$ cat config.mk
export PLATFORM = sky130hd
export DESIGN_NAME = trig_event_counter
export DESIGN_NICKNAME = d
export VERILOG_FILES = /design/src/logic/trig_count_pkg.sv /design/src/logic/stamp_buffer.sv /design/src/logic/trig_event_counter.sv
export SDC_FILE = /design/constraint.sdc
export NUM_CORES = 1
export LEC_CHECK = 0
export ABC_AREA = 1
export BUFFER_PORTS_ARGS = -buffer_cell sky130_fd_sc_hd__buf_2
export CAP_MARGIN = 20
export CORE_UTILIZATION = 55
export CTS_CLUSTER_SIZE = 40
export DETAILED_ROUTE_END_ITERATION = 10
export GPL_ROUTABILITY_DRIVEN = 0
export PLACE_DENSITY = 0.76
export SKIP_LAST_GASP = 1
export SLEW_MARGIN = 20
export SYNTH_ARGS = -nofsm -noshare
export SYNTH_HDL_FRONTEND = slang
export SYNTH_HIERARCHICAL = 1
export SYNTH_SLANG_ARGS = --single-unit
export TNS_END_PERCENT = 50
$ cat constraint.sdc
create_clock -name ref_clk -period 3 [get_ports ref_clk]
set_input_delay 0.45 -clock ref_clk [delete_from_list [all_inputs] [get_ports ref_clk]]
set_output_delay 0.45 -clock ref_clk [all_outputs]
set_load 0.005 [all_outputs]
$ cat src/logic/trig_count_pkg.sv
`default_nettype none
// ****************************************************************
// Shared constants and types for the trigger event counter
// ****************************************************************
package trig_count_pkg;

  // Register port, counter and pretrigger widths.
  localparam int ADDR_W = 20;
  localparam int DATA_W = 32;
  localparam int CNT_W = 48;
  localparam int PRE_W = 16;

  // Register offsets; the counter halves sit at the printed offset and the next one.
  localparam logic [ADDR_W-1:0] CTRL_ADDR = 20'h00100;
  localparam logic [ADDR_W-1:0] STATUS_ADDR = 20'h00101;
  localparam logic [ADDR_W-1:0] PRE_ADDR = 20'h00102;
  localparam logic [ADDR_W-1:0] COUNT_LO_ADDR = 20'h310C9;
  localparam logic [ADDR_W-1:0] COUNT_HI_ADDR = 20'h310CA;

  // Control register fields; start, stop and the two trigger bits are pulses.
  localparam int CTRL_START_BIT = 0;
  localparam int CTRL_STOP_BIT = 1;
  localparam int CTRL_FIFO_BIT = 2;
  localparam int CTRL_STAMP_BIT = 3;
  localparam int CTRL_SEG_BIT = 4;
  localparam int CTRL_SWTRIG_BIT = 5;
  localparam int CTRL_FORCE_BIT = 6;

  // Status register fields.
  localparam int ST_RUN_BIT = 0;
  localparam int ST_SWREJ_BIT = 1;
  localparam int ST_FULL_BIT = 2;

  // Reset values and the value read at unmapped offsets.
  localparam logic [PRE_W-1:0] PRE_RESET = 16'h0004;
  localparam logic [DATA_W-1:0] UNMAPPED_READ = 32'h0000_0000;

  // Acquisition states.
  typedef enum logic {
    ACQ_IDLE,
    ACQ_RUN
  } acq_e;

  // One timestamp record per trigger event.
  typedef struct packed {
    logic forced;
    logic [CNT_W-1:0] trigTime;
    logic [CNT_W-1:0] firstSample;
  } stamp_s;

  localparam int STAMP_W = $bits(stamp_s);

  // Complete state of the counter block.
  typedef struct packed {
    acq_e acq;
    logic run;
    logic fifoMode;
    logic stampEn;
    logic segmented;
    logic swRejected;
    logic [PRE_W-1:0] pretrig;
    logic [CNT_W-1:0] count;
    logic [CNT_W-DATA_W-1:0] countHi;
    logic [CNT_W-1:0] timeNow;
    logic [DATA_W-1:0] rdData;
  } ctl_state_s;

endpackage
`default_nettype wire

$ cat src/logic/stamp_buffer.sv
`timescale 1ns/100ps
`default_nettype none
// ****************************************************************
// Small FIFO for timestamp records, all outputs registered
// ****************************************************************
module stamp_buffer #(
  parameter int WIDTH = 97,
  parameter int DEPTH = 2
) (
  // Clock and reset
  input wire logic ref_clk,
  input wire logic rst,
  // Filling side
  input wire logic [WIDTH-1:0] inData,
  input wire logic inValid,
  output logic inReady,
  // Draining side
  output logic [WIDTH-1:0] outData,
  output logic outValid,
  input wire logic outReady
);
  localparam int PW = (DEPTH > 1) ? $clog2(DEPTH) : 1;
  localparam int CW = $clog2(DEPTH + 1);

  typedef struct packed {
    logic [DEPTH-1:0][WIDTH-1:0] mem;
    logic [PW-1:0] wr;
    logic [PW-1:0] rd;
    logic [CW-1:0] cnt;
    logic [WIDTH-1:0] outData;
    logic outValid;
    logic inReady;
  } buf_state_s;

  buf_state_s bufReg;
  buf_state_s bufNext;
  logic push;
  logic pop;

  // Pointer advance with wrap at the depth.
  function automatic logic [PW-1:0] nextPtr(input logic [PW-1:0] p);
    return (p == PW'(DEPTH - 1)) ? '0 : p + 1'b1;
  endfunction

  // Outputs are recomputed from the next state, so they leave flip-flops directly.
  always_comb begin
    bufNext = bufReg;
    push = inValid && bufReg.inReady;
    pop = bufReg.outValid && outReady;
    if (push) begin
      bufNext.mem[bufReg.wr] = inData;
      bufNext.wr = nextPtr(bufReg.wr);
    end
    if (pop) begin
      bufNext.rd = nextPtr(bufReg.rd);
    end
    bufNext.cnt = bufReg.cnt + CW'(push) - CW'(pop);
    bufNext.outValid = (bufNext.cnt != '0);
    bufNext.inReady = (bufNext.cnt != CW'(DEPTH));
    bufNext.outData = bufNext.mem[bufNext.rd];
  end

  // State register; an empty buffer is ready to fill.
  always_ff @(posedge ref_clk) begin
    if (rst) begin
      bufReg <= '0;
      bufReg.inReady <= 1'b1;
    end else begin
      bufReg <= bufNext;
    end
  end

  assign inReady = bufReg.inReady;
  assign outValid = bufReg.outValid;
  assign outData = bufReg.outData;

endmodule // stamp_buffer
`default_nettype wire

$ cat src/logic/trig_event_counter.sv
`timescale 1ns/100ps
`default_nettype none
// ****************************************************************
// Trigger event counter with per-trigger timestamps
// ****************************************************************
// Overview of operation
// - Every accepted hardware trigger in segmented recording is counted; count stays readable during and after.
// - The trigger event counter is 48 bits wide.
// - Counting works in both standard and FIFO segmented modes.
// - With timestamps enabled each accepted trigger event produces one timestamp record.
// - Timestamp marks the trigger; first sample equals timestamp minus pretrigger.
// - Software trigger is refused while segmented recording is selected.
module trig_event_counter (
  // Clock and reset
  input wire logic ref_clk,
  input wire logic rst,
  // Register port
  input wire logic [trig_count_pkg::ADDR_W-1:0] addr,
  input wire logic [trig_count_pkg::DATA_W-1:0] wrData,
  input wire logic wrEn,
  input wire logic rdEn,
  output logic [trig_count_pkg::DATA_W-1:0] rdData,
  // Hardware trigger
  input wire logic hwTrig,
  output logic trigReady,
  // Timestamp stream
  output var trig_count_pkg::stamp_s stampData,
  output logic stampValid,
  input wire logic stampReady,
  // Acquisition state
  output logic running
);
  import trig_count_pkg::*;

  ctl_state_s stateReg;
  ctl_state_s stateNext;
  logic startCmd;
  logic stopCmd;
  logic swCmd;
  logic forceCmd;
  logic ctrlWr;
  logic preWr;
  logic isRun;
  logic swOk;
  logic trigEv;
  logic accept;
  logic countEv;
  logic bufReady;
  logic bufInValid;
  stamp_s bufInData;

  // Picks one pulse bit out of a control register write.
  function automatic logic ctrlFlag(input logic we, input logic [ADDR_W-1:0] a,
                                    input logic [DATA_W-1:0] d, input int pos);
    return we && (a == CTRL_ADDR) && d[pos];
  endfunction

  // ****************************************************************
  // Command decode and trigger qualification
  // ****************************************************************

  // Command pulses taken from control register writes.
  assign ctrlWr = wrEn && (addr == CTRL_ADDR);
  assign preWr = wrEn && (addr == PRE_ADDR);
  assign startCmd = ctrlFlag(wrEn, addr, wrData, CTRL_START_BIT);
  assign stopCmd = ctrlFlag(wrEn, addr, wrData, CTRL_STOP_BIT);
  assign swCmd = ctrlFlag(wrEn, addr, wrData, CTRL_SWTRIG_BIT);
  assign forceCmd = ctrlFlag(wrEn, addr, wrData, CTRL_FORCE_BIT);
  assign isRun = (stateReg.acq == ACQ_RUN);

  // A software trigger only acts outside segmented recording.
  assign swOk = swCmd && !stateReg.segmented;

  // A trigger that cannot be stamped is refused whole, so count and stamps agree.
  assign trigEv = isRun && (hwTrig || swOk || forceCmd);
  assign accept = trigEv && (!stateReg.stampEn || bufReady);

  // Forced triggers are stamped but never counted, so the host can tell them apart.
  assign countEv = accept && stateReg.segmented && hwTrig;

  // One record per accepted trigger while stamping is on.
  assign bufInValid = accept && stateReg.stampEn;

  // The stamp is the trigger time; the first stored sample lies pretrigger earlier.
  always_comb begin
    bufInData.forced = !hwTrig && !swOk;
    bufInData.trigTime = stateReg.timeNow;
    bufInData.firstSample = stateReg.timeNow - {{(CNT_W-PRE_W){1'b0}}, stateReg.pretrig};
  end

  // ****************************************************************
  // Next state
  // ****************************************************************

  // Acquisition control, counting and register access in one place.
  always_comb begin
    stateNext = stateReg;
    stateNext.rdData = '0;
    if (isRun) begin
      stateNext.timeNow = stateReg.timeNow + 48'h1;
    end
    // The counter wraps at its full width rather than saturating.
    if (countEv) begin
      stateNext.count = stateReg.count + 48'h1;
    end
    if (stopCmd) begin
      stateNext.acq = ACQ_IDLE;
      stateNext.run = 1'b0;
    end
    // Start wins over stop and over a trigger of the finishing run.
    if (startCmd) begin
      stateNext.acq = ACQ_RUN;
      stateNext.run = 1'b1;
      stateNext.count = '0;
      stateNext.timeNow = '0;
      stateNext.swRejected = 1'b0;
    end
    // The refusal flag is set after the start clear, so a refusal is never lost.
    if (swCmd && stateReg.segmented) begin
      stateNext.swRejected = 1'b1;
    end
    // Modes are frozen while running so one acquisition keeps one setup.
    if (ctrlWr && !isRun) begin
      stateNext.fifoMode = wrData[CTRL_FIFO_BIT];
      stateNext.stampEn = wrData[CTRL_STAMP_BIT];
      stateNext.segmented = wrData[CTRL_SEG_BIT];
    end
    if (preWr && !isRun) begin
      stateNext.pretrig = wrData[PRE_W-1:0];
    end
    if (rdEn) begin
      case (addr)
        CTRL_ADDR: begin
          stateNext.rdData[CTRL_FIFO_BIT] = stateReg.fifoMode;
          stateNext.rdData[CTRL_STAMP_BIT] = stateReg.stampEn;
          stateNext.rdData[CTRL_SEG_BIT] = stateReg.segmented;
        end
        STATUS_ADDR: begin
          stateNext.rdData[ST_RUN_BIT] = isRun;
          stateNext.rdData[ST_SWREJ_BIT] = stateReg.swRejected;
          stateNext.rdData[ST_FULL_BIT] = !bufReady;
        end
        PRE_ADDR: begin
          stateNext.rdData[PRE_W-1:0] = stateReg.pretrig;
        end
        // Reading the low half freezes the high half, keeping the pair coherent.
        COUNT_LO_ADDR: begin
          stateNext.rdData = stateReg.count[DATA_W-1:0];
          stateNext.countHi = stateReg.count[CNT_W-1:DATA_W];
        end
        COUNT_HI_ADDR: begin
          stateNext.rdData[CNT_W-DATA_W-1:0] = stateReg.countHi;
        end
        default: begin
          stateNext.rdData = UNMAPPED_READ;
        end
      endcase
    end
  end

  // State register.
  always_ff @(posedge ref_clk) begin
    if (rst) begin
      stateReg <= '0;
      stateReg.acq <= ACQ_IDLE;
      stateReg.pretrig <= PRE_RESET;
    end else begin
      stateReg <= stateNext;
    end
  end

  assign rdData = stateReg.rdData;
  assign running = stateReg.run;

  // ****************************************************************
  // Timestamp buffer
  // ****************************************************************

  // Two records absorb a short receiver stall; beyond that triggers are held off.
  stamp_buffer #(
    .WIDTH(STAMP_W),
    .DEPTH(2)
  ) stampBuf (
    .ref_clk(ref_clk),
    .rst(rst),
    .inData(bufInData),
    .inValid(bufInValid),
    .inReady(bufReady),
    .outData(stampData),
    .outValid(stampValid),
    .outReady(stampReady)
  );

  assign trigReady = bufReady;

  // ****************************************************************
  // Checks
  // ****************************************************************

  a_start_clears_count: assert property (
    @(posedge ref_clk) disable iff (rst)
    startCmd |=> (stateReg.count == '0) && (stateReg.acq == ACQ_RUN))
    else $error("count not cleared at start");

  a_count_steps_one: assert property (
    @(posedge ref_clk) disable iff (rst)
    (countEv && !startCmd) |=> (stateReg.count == $past(stateReg.count) + 48'h1))
    else $error("counted trigger did not add one");

  a_count_holds_idle: assert property (
    @(posedge ref_clk) disable iff (rst)
    (!isRun && !startCmd) [*2] |-> $stable(stateReg.count))
    else $error("count moved while idle");

  a_count_wraps_full: assert property (
    @(posedge ref_clk) disable iff (rst)
    (countEv && !startCmd && (stateReg.count == 48'hFFFF_FFFF_FFFF))
      |=> (stateReg.count == '0))
    else $error("counter width not 48 bits");

  a_fifo_mode_counts: assert property (
    @(posedge ref_clk) disable iff (rst)
    (isRun && stateReg.segmented && stateReg.fifoMode && hwTrig && trigReady
      && !startCmd && !stopCmd) |=> (stateReg.count != $past(stateReg.count)))
    else $error("trigger not counted in FIFO mode");

  a_stamp_per_trigger: assert property (
    @(posedge ref_clk) disable iff (rst)
    (isRun && stateReg.stampEn && hwTrig && trigReady) |=> stampValid)
    else $error("trigger without timestamp record");

  a_stamp_marks_trigger: assert property (
    @(posedge ref_clk) disable iff (rst)
    bufInValid |-> (bufInData.trigTime == stateReg.timeNow)
      && (bufInData.trigTime - bufInData.firstSample == 48'(stateReg.pretrig)))
    else $error("timestamp not at trigger minus pretrigger");

  a_sw_trig_refused: assert property (
    @(posedge ref_clk) disable iff (rst)
    (swCmd && stateReg.segmented && !hwTrig && !forceCmd)
      |-> !countEv ##1 stateReg.swRejected)
    else $error("software trigger accepted in segmented mode");

  a_count_read_live: assert property (
    @(posedge ref_clk) disable iff (rst)
    (rdEn && (addr == COUNT_LO_ADDR)) |=> (rdData == $past(stateReg.count[DATA_W-1:0])))
    else $error("low count half not returned");

  a_high_half_frozen: assert property (
    @(posedge ref_clk) disable iff (rst)
    (rdEn && (addr == COUNT_LO_ADDR))
      |=> (stateReg.countHi == $past(stateReg.count[CNT_W-1:DATA_W])))
    else $error("high count half not frozen at low read");

  a_high_half_read: assert property (
    @(posedge ref_clk) disable iff (rst)
    (rdEn && (addr == COUNT_HI_ADDR))
      |=> (rdData == {{(2*DATA_W-CNT_W){1'b0}}, $past(stateReg.countHi)}))
    else $error("high count half read wrong");

  a_forced_not_counted: assert property (
    @(posedge ref_clk) disable iff (rst)
    (forceCmd && !hwTrig && !startCmd) |=> $stable(stateReg.count))
    else $error("forced trigger was counted");

  a_full_holds_off: assert property (
    @(posedge ref_clk) disable iff (rst)
    (isRun && stateReg.stampEn && hwTrig && !trigReady && !startCmd)
      |=> $stable(stateReg.count))
    else $error("trigger counted without room for its stamp");

  a_stamp_held: assert property (
    @(posedge ref_clk) disable iff (rst)
    (stampValid && !stampReady) |=> (stampValid && $stable(stampData)))
    else $error("waiting timestamp record changed");

  a_modes_frozen: assert property (
    @(posedge ref_clk) disable iff (rst)
    isRun |=> ($stable(stateReg.fifoMode) && $stable(stateReg.segmented)
      && $stable(stateReg.stampEn)))
    else $error("mode changed during acquisition");

  a_start_clears_refusal: assert property (
    @(posedge ref_clk) disable iff (rst)
    (startCmd && !(swCmd && stateReg.segmented)) |=> !stateReg.swRejected)
    else $error("refusal flag not cleared at start");

  a_time_from_start: assert property (
    @(posedge ref_clk) disable iff (rst)
    startCmd |=> (stateReg.timeNow == '0))
    else $error("trigger time not zeroed at start");

  a_time_advances: assert property (
    @(posedge ref_clk) disable iff (rst)
    (isRun && !startCmd) |=> (stateReg.timeNow == $past(stateReg.timeNow) + 48'h1))
    else $error("trigger time did not advance");

  a_stop_ends_run: assert property (
    @(posedge ref_clk) disable iff (rst)
    (stopCmd && !startCmd) |=> !running)
    else $error("acquisition still running after stop");

endmodule // trig_event_counter
`default_nettype wire

==> flow_summary.ini <==
[place]
portBuffers = 173
dp_hpwl_mm = 42.7
dpl_cell_area_um2 = 23100
place_ws_ns = 0.126

[drt]
viasPerCell = 5.48
drt_wl_total_mm = 62.1
drt-pass1-iter-count = 7
detail_route.wl_per_cell_um = 16.0
ant_nets = 0
drc = 0
vias = 21300
drtIter0Drc = 1983

[logic_synthesis]
synth.cell_area_um2 = 22800
muxShareOfSynthArea_pct = 0
synthAdderAreaFrac_pct = 1.13
ys_seq_area_share_pct = 40.6
synth_compound_area_share_pct = 9.09
synth_flop_cell = dfxtp_1
ys_warn_count = 6
synthArstFlopShare_pct = 0
ys_types = 49
synthSimpleGateAreaFrac_pct = 29.9
synth.ff_latch_count = 462
syn-instance-count = 3326
synth_top_family_by_area = simple AND/OR/NAND/NOR gates
synth.avg_cell_area_um2 = 6.85
synth_fp_nets = 3404
synth_edf_count = 0
synth-xor-area-share_pct = 2.46

[clock_network]
cts_buffer_depth = 3
htreeDepth = 2
clk_latency_ns = 0.59
clk_pin_slew_worst_paths_ns = 0.06
clkSinkCount = 462
cts_hold_buf = 0
cts_tree = done
numCtsBuffers = 47
cts_root_buf = clkbuf_16

[setup_path]
critPathBufInv = 1
crit_path_end_kind = register
crit_path_max_fanout = 5
r2r-start = stateReg[152]
startpoint = stateReg[152]
reg2reg_slack_ns = 0.11
critPathSlowestCell = ha_1
path_class = register to register
ff2ff_path_depth = 15
path_cells = inv_1, ha_1, nand2_1, nor2_1, nand2_1, nor2_1, nor2_1, o21ai_1, nand2_1, nand3_1, xor2_1, nand4_1, nand2_1, nor2_1, a21oi_1
cp_top_family = simple AND/OR/NAND/NOR gates
rr_endpoint = stampBuf/outData[46]
cp.required_ns = 3.49
cp-start-kind = register
slowest_delay_ns = 0.41
cp.arrival_ns = 3.38

[floorplan]
die_area_um2 = 42300
row_count = 74
initial_core_util_pct = 55.8
fp.dieW_um = 206
ios = 190
die_h_um = 206
coreArea_um2 = 40800

[sta]
slew-limit-headroom_pct = 53.3
rsz0062_at_grt = yes
period_needed_ns = 2.89
setup_viol = 0
period_share_pct = 96.5
hold_viol_final = 0
max_freq_ghz = 0.346
tightest_slew_ns = 0.701
finalWorstSetupSlack_ns = 0.106
finClkSkew_ns = 0.0234
drv_slew = 0

[global_routing]
antenna_found_initial = 0
grt_pass1_vias = 20100
grt_usage_pct = 29.1
overflow = 0
grt_max_degree = 85
grt_pass1_wl_mm = 99.5

[min_path]
holdPathStages = 3
hp-start = wrData[3]
hold-path-endpoint = stateReg[162]
hold_class = input pin to register

[final_layout]
nets = 3402
mostFrequentLayoutCells = nand2_1 (680), inv_1 (550), dfxtp_1 (460), nor2_1 (413), a21oi_1 (259)
fill_cells = 3713
layout-drive-gt1-share_pct = 10.4
final_common_cell = nand2_1
seqCellArea_um2 = 9250
final_area_um2 = 24600
multiInputGateArea_um2 = 9760
area_growth_pct = 7.93
num_antenna_cells = 0

[run_status]
status = complete, no violations

[job]
max-cap-violations = 0

[pwr]
power_density_nw_per_um2 = 481
irDropWorstVdd_uv = 381
power.leakage_nw = 12.6
## layer usage
layer	track usage (%)	routed length [um]	part of all wire (%)	up-vias
met1	37.9	25500	41	9758
met5	0	0	0	-
met3	4.45	5470	8.8	176
met2	47.0	28700	46	1003
li1	-	-	-	10400
met4	14.2	2400	3.9	0
## Yosys cell counts (2+ instances only)
library cell  instances  area share (%)
nor2_4                3            0.15
nand3_1             163             3.6
buf_2                74             1.6
buf_4               145             4.8
xnor2_1              17            0.65
clkbuf_2              2           0.044
nand2_2               4            0.11
or2_2                 4            0.11
nand2_1             681              11
dfxtp_1             462              41
ha_1                 19             1.0
nor4_1                9            0.25
xor2_1               47             1.8
o22ai_1              11            0.30
nor3_2                5            0.22
and2_1                2           0.055
nand4_1             185             5.1
inv_4                 2           0.055
o21ai_1              11            0.24
a21o_1                3           0.099
nand3b_1              2           0.066
nor3_1               62             1.4
a221oi_1              4            0.15
o21bai_1              2           0.066
nor2_2                7            0.19
clkbuf_1             48            0.79
a211oi_1             19            0.63
buf_1                 6           0.099
and3_1                3           0.082
a31oi_1               3           0.082
nor2_1              416             6.9
inv_1               550             9.1
buf_6                 7            0.35
o21a_1                2           0.066
o21bai_2              5            0.25
a21oi_1             260             5.7
or2_1                 2           0.055
nand3_2               6            0.26
o21ai_0              63             1.4
## power by group
group          internal [W]  total (W)   switching [W]
combinational     0.0000422   0.000177        0.000135
clock               0.00312    0.00553         0.00241
sequential          0.00613    0.00613  0.000000000228
total               0.00930     0.0118         0.00255
## area by class of cell
| class | instances | area share (%) |
|---|---|---|
| Inverter | 554 | 8.48 |
| Tap cell | 532 | 2.71 |
| Sequential cell | 462 | 37.6 |
| Clock inverter | 8 | 0.224 |
| Clock buffer | 70 | 5.54 |
| Timing Repair Buffer | 232 | 5.74 |
| Multi-Input combinational cell | 2027 | 39.7 |
## worst max path at each step
stage / slack [ns] / endpoint / depth (start not counted)
floorplan: 0.28 / stampBuf/outValid / 18
finish: 0.11 / stampBuf/outData[46] / 15
detailed placement: 0.13 / stampBuf/outData[46] / 15
global placement: 0.20 / stampBuf/outData[46] / 15
CTS: 0.13 / stampBuf/outData[21] / 13
global route: -0.05 / stampBuf/outData[36] / 16
## flip-flops by register name, indices dropped and copies added (netlist names)
name / flops
stampBuf/outValid: 1
stampBuf/bufReg: 198
bufInData: 48
stampBuf/outData: 97
stateReg: 84
rdData: 32
stampBuf/inReady: 1
isRun: 1
## cell families (layout without fill, tap and decap cells)
family | Yosys count | count (layout)
and+or+nand+nor | 1557 | 1557
DFF | 462 | 462
AOI/OAI and AO/OA | 386 | 386
xor gates and xnor gates | 64 | 64
buffers and inverters | 837 | 864
adders and majority gates | 20 | 20
## worst reg2reg max path: stages (launching register included)
cell and delay [ns]:
dfxtp_1 0.30, inv_1 0.10, ha_1 0.41, nand2_1 0.13, nor2_1 0.17, nand2_1 0.07
nor2_1 0.11, nor2_1 0.10, o21ai_1 0.22, nand2_1 0.22, nand3_1 0.14, xor2_1 0.31
nand4_1 0.17, nand2_1 0.11, nor2_1 0.04, a21oi_1 0.19
## timing repair
item	CTS	global route
endpoints found under the hold margin	0	0
endpoints found under the setup margin	0	17
setup buffers	0	1
resized for setup	0	8
## metrics by stage
| stage | power (W) | cells | hold slack (ns) | setup TNS (ns) | utilization [%] |
|---|---|---|---|---|---|
| final | 0.0118 | 3885 | 0.128 | 0 | 60.2 |
| after global routing | 0.0122 | 3885 | 0.133 | -0.0744 | 60.2 |
| after CTS | 0.0119 | 3884 | 0.0980 | 0 | 60.1 |
| after detailed placement | 0.00644 | 3806 | 0.461 | 0 | 56.7 |
| after global placement | 0.00644 | 3806 | 0.452 | 0 | 56.7 |
| after floorplan | 0.00637 | 3326 | 0.435 | 0 | - |
(Power assumes the default switching activity.)
